$ cat src/shared/tec_map.svh
// register offsets, field positions and reset values of the timer/event counter
`ifndef TEC_MAP_SVH
`define TEC_MAP_SVH
`define TEC_OFF_CNT   8'h00
`define TEC_OFF_CCA   8'h04
`define TEC_OFF_CCB   8'h08
`define TEC_OFF_MCR   8'h0c
`define TEC_OFF_PRM   8'h10
`define TEC_OFF_CRC   8'h14
`define TEC_OVF_BIT   0
`define TEC_RUN_LSB   2
`define TEC_CKS_LSB   0
`define TEC_ESA_LSB   4
`define TEC_ESB_LSB   6
`define TEC_CAPA_BIT  0
`define TEC_CAPB_BIT  1
`define TEC_OSEN_BIT  2
`define TEC_OSPT_BIT  6
`define TEC_OSBSY_BIT 7
`define TEC_PRM_RST   8'h00
`define TEC_CRC_RST   3'h0
`endif

$ cat src/shared/tec_pkg.sv
// types shared by the timer/event counter modules
package tec_pkg;
  typedef enum logic [1:0] {RUN_STOP, RUN_FREE, RUN_EDGE_CLR, RUN_MATCH_CLR} tec_run_t;
  typedef enum logic [1:0] {ES_FALL, ES_RISE, ES_NONE, ES_BOTH} tec_es_t;
  typedef enum logic [1:0] {CKS_DIV1, CKS_DIV2, CKS_DIV4, CKS_EVENT} tec_cks_t;
  typedef enum logic [1:0] {OS_IDLE, OS_WAIT, OS_HIGH} tec_os_t;
endpackage

$ cat src/rtl/tec_edge_det.sv
// pin synchroniser and valid-edge detector
module tec_edge_det
  import tec_pkg::*;
(
  input  wire logic    clk_i,
  input  wire logic    rstn_i,
  input  wire logic    pin_i,
  input  wire logic    en_i,
  input  wire tec_es_t sel_i,
  output logic         edge_o,
  output logic         level_o
);
  logic sync1_r;
  logic sync2_r;
  logic prev_r;
  logic seen_r;
  logic rise;
  logic fall;

  always_ff @(posedge clk_i or negedge rstn_i)
  begin
    if (!rstn_i)
    begin
      sync1_r <= 1'b0;
      sync2_r <= 1'b0;
    end
    else
    begin
      sync1_r <= pin_i;
      sync2_r <= sync1_r;
    end
  end

  // prev stays low until first enable, so a high pin then reads as a rise;
  // afterwards it tracks the pin even when stopped, so re-enable sees none
  always_ff @(posedge clk_i or negedge rstn_i)
  begin
    if (!rstn_i)
    begin
      prev_r <= 1'b0;
      seen_r <= 1'b0;
    end
    else
    begin
      seen_r <= seen_r | en_i;
      if (seen_r | en_i)
      begin
        prev_r <= sync2_r;
      end
    end
  end

  assign rise    = sync2_r & ~prev_r;
  assign fall    = ~sync2_r & prev_r;
  assign level_o = sync2_r;

  always_comb
  begin
    case (sel_i)
      ES_FALL: edge_o = en_i & fall;
      ES_RISE: edge_o = en_i & rise;
      ES_BOTH: edge_o = en_i & (rise | fall);
      default: edge_o = 1'b0;
    endcase
  end
endmodule

$ cat src/rtl/tec_top.sv
// sixteen-bit timer/event counter with two capture/compare registers, APB slave
// Function
// - counter start is not aligned to the count clock; first match may shift one clock.
// - in clear-on-match mode, a zero compare A holds the counter at zero; no one-pulse count.
// - trigger A valid edge comes from prescaler mode bits five and four.
// - further external triggers are ignored while a one-shot pulse is active.
// - in soft one-shot mode, trigger A edges still clear and start a pulse.
// - overflow flag sets when counter wraps all ones to zero.
// - while running, software clear of overflow before counter reaches one has no effect; stopping lifts the block.
// - capture wins over a coinciding write; a coinciding read returns the pre-capture value.
// - reading the counter never captures it into compare B.
// - while stopped, trigger A and capture B inputs are ignored.
// - nonzero run mode starts counting; zero run mode stops the counter.
//
// Chosen here: the APB register port and the register addresses.
`include "tec_map.svh"
module tec_top
  import tec_pkg::*;
#(
  parameter int CNT_W = 16
)
(
  input  wire logic        CLOCK_I,
  input  wire logic        RESETN_I,
  input  wire logic        PSEL_I,
  input  wire logic        PENABLE_I,
  input  wire logic        PWRITE_I,
  input  wire logic [7:0]  PADDR_I,
  input  wire logic [31:0] PWDATA_I,
  input  wire logic        TRIGGER_INPUT_A_I,
  input  wire logic        CAPTURE_INPUT_B_I,
  output logic [31:0]      PRDATA_O,
  output logic             PREADY_O,
  output logic             PSLVERR_O,
  output logic             MATCH_IRQ_A_O,
  output logic             MATCH_IRQ_B_O,
  output logic             PULSE_O
);
  logic [CNT_W-1:0] up_counter_r;
  logic [CNT_W-1:0] compare_capture_reg_a_r;
  logic [CNT_W-1:0] compare_capture_reg_b_r;
  tec_run_t         run_r;
  logic             overflow_flag_r;
  logic             ovf_hold_r;
  logic [7:0]       prescaler_mode_reg_r;
  logic [2:0]       crc_r;
  logic [1:0]       div_r;
  tec_os_t          os_st_r;
  tec_os_t          os_st_nxt;
  logic             pready_r;
  logic [31:0]      prdata_r;
  logic             pslverr_r;
  logic             irq_a_r;
  logic             irq_b_r;
  logic             pulse_r;
  logic [31:0]      rd_nxt;
  logic             mapped;
  logic             acc;
  logic             wr_en;
  logic             running;
  logic             tick;
  logic             ta_edge;
  logic             ta_level;
  logic             cb_edge;
  logic             ta_trig;
  logic             soft_trig;
  logic             os_trig;
  logic             edge_clr;
  logic             clr_any;
  logic             wrap;
  logic             ma;
  logic             mb;
  logic             cap_a;
  logic             cap_b;
  logic             wr_ccb;
  tec_cks_t         cks;
  tec_es_t          es_a;
  tec_es_t          es_b;

  assign cks     = tec_cks_t'(prescaler_mode_reg_r[`TEC_CKS_LSB +: 2]);
  assign es_a    = tec_es_t'(prescaler_mode_reg_r[`TEC_ESA_LSB +: 2]);
  assign es_b    = tec_es_t'(prescaler_mode_reg_r[`TEC_ESB_LSB +: 2]);
  assign running = (run_r != RUN_STOP);

  // ---------------- APB slave: one wait state, then ready
  assign acc   = PSEL_I & PENABLE_I;
  assign wr_en = acc & pready_r & PWRITE_I;

  always_comb
  begin
    mapped = 1'b1;
    rd_nxt = 32'h0000_0000;
    case (PADDR_I)
      `TEC_OFF_CNT: rd_nxt[CNT_W-1:0] = up_counter_r;
      `TEC_OFF_CCA: rd_nxt[CNT_W-1:0] = compare_capture_reg_a_r;
      `TEC_OFF_CCB: rd_nxt[CNT_W-1:0] = compare_capture_reg_b_r;
      `TEC_OFF_MCR:
      begin
        rd_nxt[`TEC_RUN_LSB +: 2] = run_r;
        rd_nxt[`TEC_OVF_BIT]      = overflow_flag_r;
      end
      `TEC_OFF_PRM: rd_nxt[7:0] = prescaler_mode_reg_r;
      `TEC_OFF_CRC:
      begin
        rd_nxt[2:0]            = crc_r;
        rd_nxt[`TEC_OSBSY_BIT] = (os_st_r != OS_IDLE);
      end
      default: mapped = 1'b0;
    endcase
  end

  // read data is sampled one cycle before ready; a capture in that cycle
  // is not reflected, so the value seen is stale
  always_ff @(posedge CLOCK_I or negedge RESETN_I)
  begin
    if (!RESETN_I)
    begin
      pready_r  <= 1'b0;
      prdata_r  <= 32'h0000_0000;
      pslverr_r <= 1'b0;
    end
    else
    begin
      pready_r <= acc & ~pready_r;
      if (acc & ~pready_r)
      begin
        prdata_r  <= PWRITE_I ? 32'h0000_0000 : rd_nxt;
        pslverr_r <= ~mapped;
      end
      else if (!acc)
      begin
        pslverr_r <= 1'b0;
      end
    end
  end

  // ---------------- control registers
  always_ff @(posedge CLOCK_I or negedge RESETN_I)
  begin
    if (!RESETN_I)
    begin
      run_r                <= RUN_STOP;
      prescaler_mode_reg_r <= `TEC_PRM_RST;
      crc_r                <= `TEC_CRC_RST;
    end
    else if (wr_en)
    begin
      case (PADDR_I)
        `TEC_OFF_MCR: run_r <= tec_run_t'(PWDATA_I[`TEC_RUN_LSB +: 2]);
        // edge select is used live; software stops first
        `TEC_OFF_PRM: prescaler_mode_reg_r <= PWDATA_I[7:0];
        `TEC_OFF_CRC: crc_r <= PWDATA_I[2:0];
        default: ;
      endcase
    end
  end

  // ---------------- pin inputs, gated while stopped
  tec_edge_det u_det_a (
    .clk_i   (CLOCK_I),
    .rstn_i  (RESETN_I),
    .pin_i   (TRIGGER_INPUT_A_I),
    .en_i    (running),
    .sel_i   (es_a),
    .edge_o  (ta_edge),
    .level_o (ta_level)
  );

  tec_edge_det u_det_b (
    .clk_i   (CLOCK_I),
    .rstn_i  (RESETN_I),
    .pin_i   (CAPTURE_INPUT_B_I),
    .en_i    (running),
    .sel_i   (es_b),
    .edge_o  (cb_edge),
    .level_o ()
  );

  // ---------------- count clock; divider runs from reset, never on start
  always_ff @(posedge CLOCK_I or negedge RESETN_I)
  begin
    if (!RESETN_I)
    begin
      div_r <= 2'h0;
    end
    else
    begin
      div_r <= div_r + 2'h1;
    end
  end

  always_comb
  begin
    case (cks)
      CKS_DIV1: tick = running;
      CKS_DIV2: tick = running & div_r[0];
      CKS_DIV4: tick = running & (div_r == 2'h3);
      CKS_EVENT: tick = ta_edge;
      default: tick = 1'b0;
    endcase
  end

  // an edge used as count clock cannot also trigger or capture
  assign ta_trig   = ta_edge & (cks != CKS_EVENT);
  assign soft_trig = wr_en & (PADDR_I == `TEC_OFF_CRC) & PWDATA_I[`TEC_OSPT_BIT];
  // external edge stays live in soft mode; idle gate drops extra triggers
  assign os_trig   = running & crc_r[`TEC_OSEN_BIT] & (os_st_r == OS_IDLE)
                     & (soft_trig | ta_trig);
  assign edge_clr  = (run_r == RUN_EDGE_CLR) & ta_trig
                     & ~(crc_r[`TEC_OSEN_BIT] & (os_st_r != OS_IDLE));
  assign clr_any   = os_trig | edge_clr;
  assign wrap      = tick & ~clr_any & (up_counter_r == {CNT_W{1'b1}});

  // ---------------- counter
  // a zero compare A in clear-on-match mode pins the count at zero
  always_ff @(posedge CLOCK_I or negedge RESETN_I)
  begin
    if (!RESETN_I)
    begin
      up_counter_r <= '0;
    end
    else if (!running)
    begin
      up_counter_r <= '0;
    end
    else if (clr_any)
    begin
      up_counter_r <= '0;
    end
    else if (tick)
    begin
      if ((run_r == RUN_MATCH_CLR) && (up_counter_r == compare_capture_reg_a_r))
      begin
        up_counter_r <= '0;
      end
      else
      begin
        up_counter_r <= up_counter_r + CNT_W'(1);
      end
    end
  end

  // ---------------- overflow flag; set beats clear, clear blocked until count one or until stopped
  always_ff @(posedge CLOCK_I or negedge RESETN_I)
  begin
    if (!RESETN_I)
    begin
      overflow_flag_r <= 1'b0;
      ovf_hold_r      <= 1'b0;
    end
    else
    begin
      if (wrap)
      begin
        overflow_flag_r <= 1'b1;
        ovf_hold_r      <= 1'b1;
      end
      else
      begin
        if (tick | ~running)
        begin
          ovf_hold_r <= 1'b0;
        end
        if (wr_en && PADDR_I == `TEC_OFF_MCR && !PWDATA_I[`TEC_OVF_BIT] && !ovf_hold_r)
        begin
          overflow_flag_r <= 1'b0;
        end
      end
    end
  end

  // ---------------- compare matches and capture
  assign ma     = tick & ~clr_any & ~crc_r[`TEC_CAPA_BIT]
                  & (up_counter_r == compare_capture_reg_a_r);
  assign mb     = tick & ~clr_any & ~crc_r[`TEC_CAPB_BIT]
                  & (up_counter_r == compare_capture_reg_b_r);
  assign cap_a  = crc_r[`TEC_CAPA_BIT] & cb_edge;
  assign cap_b  = crc_r[`TEC_CAPB_BIT] & ta_trig;
  assign wr_ccb = wr_en & (PADDR_I == `TEC_OFF_CCB);

  // capture beats a software write in the same cycle
  always_ff @(posedge CLOCK_I or negedge RESETN_I)
  begin
    if (!RESETN_I)
    begin
      compare_capture_reg_a_r <= '0;
      compare_capture_reg_b_r <= '0;
    end
    else
    begin
      if (cap_a)
      begin
        compare_capture_reg_a_r <= up_counter_r;
      end
      else if (wr_en && PADDR_I == `TEC_OFF_CCA)
      begin
        compare_capture_reg_a_r <= PWDATA_I[CNT_W-1:0];
      end
      if (cap_b)
      begin
        compare_capture_reg_b_r <= up_counter_r;
      end
      else if (wr_ccb)
      begin
        compare_capture_reg_b_r <= PWDATA_I[CNT_W-1:0];
      end
    end
  end

  // ---------------- one-shot pulse
  always_comb
  begin
    os_st_nxt = os_st_r;
    case (os_st_r)
      OS_IDLE:
      begin
        if (os_trig)
        begin
          os_st_nxt = OS_WAIT;
        end
      end
      OS_WAIT:
      begin
        if (ma)
        begin
          os_st_nxt = OS_IDLE;
        end
        else if (mb)
        begin
          os_st_nxt = OS_HIGH;
        end
      end
      OS_HIGH:
      begin
        if (ma)
        begin
          os_st_nxt = OS_IDLE;
        end
      end
      default: os_st_nxt = OS_IDLE;
    endcase
    if (!running || !crc_r[`TEC_OSEN_BIT])
    begin
      os_st_nxt = OS_IDLE;
    end
  end

  always_ff @(posedge CLOCK_I or negedge RESETN_I)
  begin
    if (!RESETN_I)
    begin
      os_st_r <= OS_IDLE;
      pulse_r <= 1'b0;
    end
    else
    begin
      os_st_r <= os_st_nxt;
      pulse_r <= (os_st_nxt == OS_HIGH);
    end
  end

  // ---------------- match pulses
  always_ff @(posedge CLOCK_I or negedge RESETN_I)
  begin
    if (!RESETN_I)
    begin
      irq_a_r <= 1'b0;
      irq_b_r <= 1'b0;
    end
    else
    begin
      irq_a_r <= ma;
      irq_b_r <= mb;
    end
  end

  assign PRDATA_O      = prdata_r;
  assign PREADY_O      = pready_r;
  assign PSLVERR_O     = pslverr_r;
  assign MATCH_IRQ_A_O = irq_a_r;
  assign MATCH_IRQ_B_O = irq_b_r;
  assign PULSE_O       = pulse_r;
endmodule

$ cat config.mk
export PLATFORM = sky130hd
export DESIGN_NAME = tec_top
export DESIGN_NICKNAME = d
export VERILOG_FILES = /design/src/shared/tec_pkg.sv /design/src/rtl/tec_edge_det.sv /design/src/rtl/tec_top.sv
export VERILOG_INCLUDE_DIRS = /design/src /design/src/shared
export SDC_FILE = /design/constraint.sdc
export NUM_CORES = 1
export LEC_CHECK = 0
export BUFFER_PORTS_ARGS = -buffer_cell sky130_fd_sc_hd__buf_2
export CORE_MARGIN = 2
export CORE_UTILIZATION = 58
export CTS_CLUSTER_DIAMETER = 30
export DETAILED_ROUTE_END_ITERATION = 6
export HOLD_SLACK_MARGIN = 0.02
export PLACE_DENSITY = 0.88
export SLEW_MARGIN = 20
export SYNTH_ARGS = -nofsm -noshare
export SYNTH_HDL_FRONTEND = slang
export SYNTH_HIERARCHICAL = 1
export SYNTH_SLANG_ARGS = --single-unit
$ cat constraint.sdc
create_clock -name CLOCK_I -period 3.4 [get_ports CLOCK_I]
set_clock_uncertainty 0.1 [all_clocks]
set_input_delay 0.17 -clock CLOCK_I [delete_from_list [all_inputs] [get_ports CLOCK_I]]
set_output_delay 0.17 -clock CLOCK_I [all_outputs]
set_load 0.02 [all_outputs]
==> results_dict.tcl <==
set metrics [dict create \
    hold_class "in -> reg" \
    root_buffer "clkbuf_8" \
    rsz0062_at_grt "false" \
    vias_per_cell 6.062 \
    cpMaxStageDelayCell "dfrtp_1" \
    worstPathRequired_ps 3600 \
    end_kind "flop" \
    cp_top_family "simple AND/OR/NAND/NOR gates" \
    dieArea_um2 10370 \
    cap_viol_max_count 0 \
    wl_met2_um 6583 \
    arrival_ps 3320 \
    route.detailed.drc 0 \
    syn_avg_cell_area_um2 9.653 \
    cts_tree "built" \
    synth.distinct_cells 63 \
    hpwl_um 9378 \
    io_pins 84 \
    power-per-cell-area_nw_per_um2 345.5 \
    rows 35 \
    dpl-instance-area_um2 5801 \
    wire_per_inst_um 18.10 \
    cp_max_fo 16 \
    port_buffers 51 \
    cts_max_path_buffers 2 \
    drtIter0Drc 347 \
    grt_pass1_vias 4432 \
    cts-htree-levels 3 \
    die_x_um 101.8 \
    final_cell_area_um2 6128 \
    nFillCells 694 \
    finalWeightedCongestion 0.9326 \
    synth_top_area_share_pct 43.28 \
    worst_pin_slew_ps 801.1 \
    netlist_instances 575 \
    synth_edf_count 0 \
    worstSetupStartpointType "flop" \
    ant_nets 0 \
    fp.dieH_um 101.8 \
    status "completed" \
    relSlewSlack_pct 46.60 \
    synthFlopType "dfrtp_1" \
    overflow 0 \
    clock_latency_ps 370 \
    tns_ps 0 \
    core_um2 9284 \
    drt-total-wl_um 13680 \
    dr.pass1.iters 5 \
    post-route-min-period_ps 3119 \
    cts_setup_buffers 0 \
    layout_commonest_cell "dfrtp_1" \
    grt_start_max_net_pins 91 \
    yosysSeqAreaShare_pct 43.28 \
    track_usage_pct 26.94 \
    num_vias 4583 \
    grt_pass1_wl_um 21520 \
    power.total_mw 2.117 \
    antenna_cells 0 \
    p_leak_nw 3.175 \
    final_nets 678 \
    wl_met1_um 5373 \
    slowest_delay_ps 470 \
    synth-seq-cells 96 \
    layout_common_cells "96 x dfrtp_1, 61 x nor2_1, 50 x buf_2" \
    synth_area_leaders "dfrtp_1 43%, mux2i_1 6.3%, nor2_1 4.1%" \
    ir_drop_uv 160.1 \
    area_growth_pct 10.41 \
    synth_top_cell_by_area "dfrtp_1" \
    worstSetupPathType "reg -> reg" \
    path_cells "nor2_1 -> inv_1 -> and4bb_1 -> a41o_1 -> nor2b_1 -> and3_2 -> a21o_1 -> a211o_4 -> nor2_4 -> a32o_1" \
    hold_viol 0 \
    clkSinkCount 96 \
    synth_area_um2 5550 \
    clock.fmax_ghz 0.3206 \
    post-route-period-util_pct 91.73 \
    start_util_pct 59.78 \
    top_layer "met4" \
    wl_met3_um 1106 \
    synthArstFlopShare_pct 100.0 \
    final_max_slew_viol_count 0 \
    path_clk_slew_ps 100 \
    ys_warn_count 6 \
    antenna_found_initial 0 \
    setup_viol 0 \
    cts_buffers 9 \
    cp.buffers_inverters 1 \
    drive_gt1_share_pct 19.30 \
]
-- final timing paths --
| check | from | endpoint | slack [ps] | cells past startpoint |
|---|---|---|---|---|
| setup / recovery | run_r[0] | up_counter_r[2] | 280 | 10 |
| hold / removal | PWDATA_I[1] | crc_r[1] | 20 | 2 |
| setup reg to reg | run_r[0] | up_counter_r[2] | 280 | 10 |
| hold reg to reg | u_det_a/sync1_r | u_det_a/level_o | 260 | 0 |
| max in group asynchronous | RESETN_I | prescaler_mode_reg_r[0] | 2260 | 3 |
| min in group asynchronous | RESETN_I | PSLVERR_O | 320 | 2 |
-- per-stage QoR --
step / setup slack, ps / cells / hold slack, ps / utilization, %
floorplan: 744.5 / 590 / -225.6 / -
global placement: 529.5 / 727 / 178.0 / 62.48
detailed placement: 409.3 / 727 / 181.8 / 62.48
CTS: 345.5 / 756 / 21.35 / 65.97
global route: 140.4 / 756 / 36.32 / 66.01
finish: 281.2 / 756 / 22.03 / 66.01
-- cells by family (layout without fill, tap and decap cells) --
group / count (synthesis) / after routing / share of synthesized area [%]
buffers and inverters: 69 / 106 / 6.740
multiplexers: 57 / 57 / 11.65
adder cells (fa/ha/maj): 9 / 9 / 2.029
AO/OA/AOI/OAI: 130 / 130 / 14.70
flip-flops: 96 / 96 / 43.28
AND/OR/NAND/NOR: 181 / 181 / 16.48
other: 1 / 16 / 0.06756
XOR/XNOR: 32 / 32 / 5.050
-- cells in the mapped netlist, drive strengths merged (4+ instances only) --
cell type  number
a31oi           8
o21ai          40
nor3            8
a22o           13
nor2           63
or2            11
nand3           8
mux2           18
and3            7
nor4            4
clkbuf         25
nand2          43
xor2           12
mux2i          35
inv            14
a22oi          15
dfrtp          96
xnor2          20
and2            4
mux4            4
buf            29
nand4           8
ha              9
a21oi          38
nor2b          10
-- layer usage --
layer,GRT usage [%],up-vias
met5,0,-
met4,15.08,0
met3,4.925,53
met2,44.74,254
met1,33.32,2190
li1,-,2086
-- flip-flops by register name, indices dropped and copies added, names as in the netlist, 2 cells and up --
register                 cells
PRDATA_O                    16
compare_capture_reg_a_r     16
crc_r                        3
prescaler_mode_reg_r         8
os_st_r                      2
compare_capture_reg_b_r     16
up_counter_r                16
div_r                        2
run_r                        2
-- power by group --
group	total [mW]	switching, mW	internal [mW]
clock network	0.763	0.418	0.345
logic	0.179	0.114	0.0651
registers	1.18	0.0134	1.16
-- layout make-up --
type                    instances  area [um2]  share of cell area (%)
repair buffers                 76       481.7                   7.860
multi-input cells             425        2836                   46.28
clock buffers                  10       127.6                   2.082
inverters                      14       52.55                  0.8575
clock inverters                 6       66.31                   1.082
flip-flops and latches         96        2402                   39.20
well taps                     129       161.4                   2.634
-- worst reg2reg max path: cells and delay by family (launching register included) --
kind	cells	cell delay, ps
flops	1	470
simple gates	5	1220
buf+inv	1	220
compound gates	4	1040
-- timing repair --
item                                   CTS  global route
resized for setup                        0             0
endpoints found under the hold margin  103             0
hold buffers                            13             0
(Power assumes the default switching activity.)
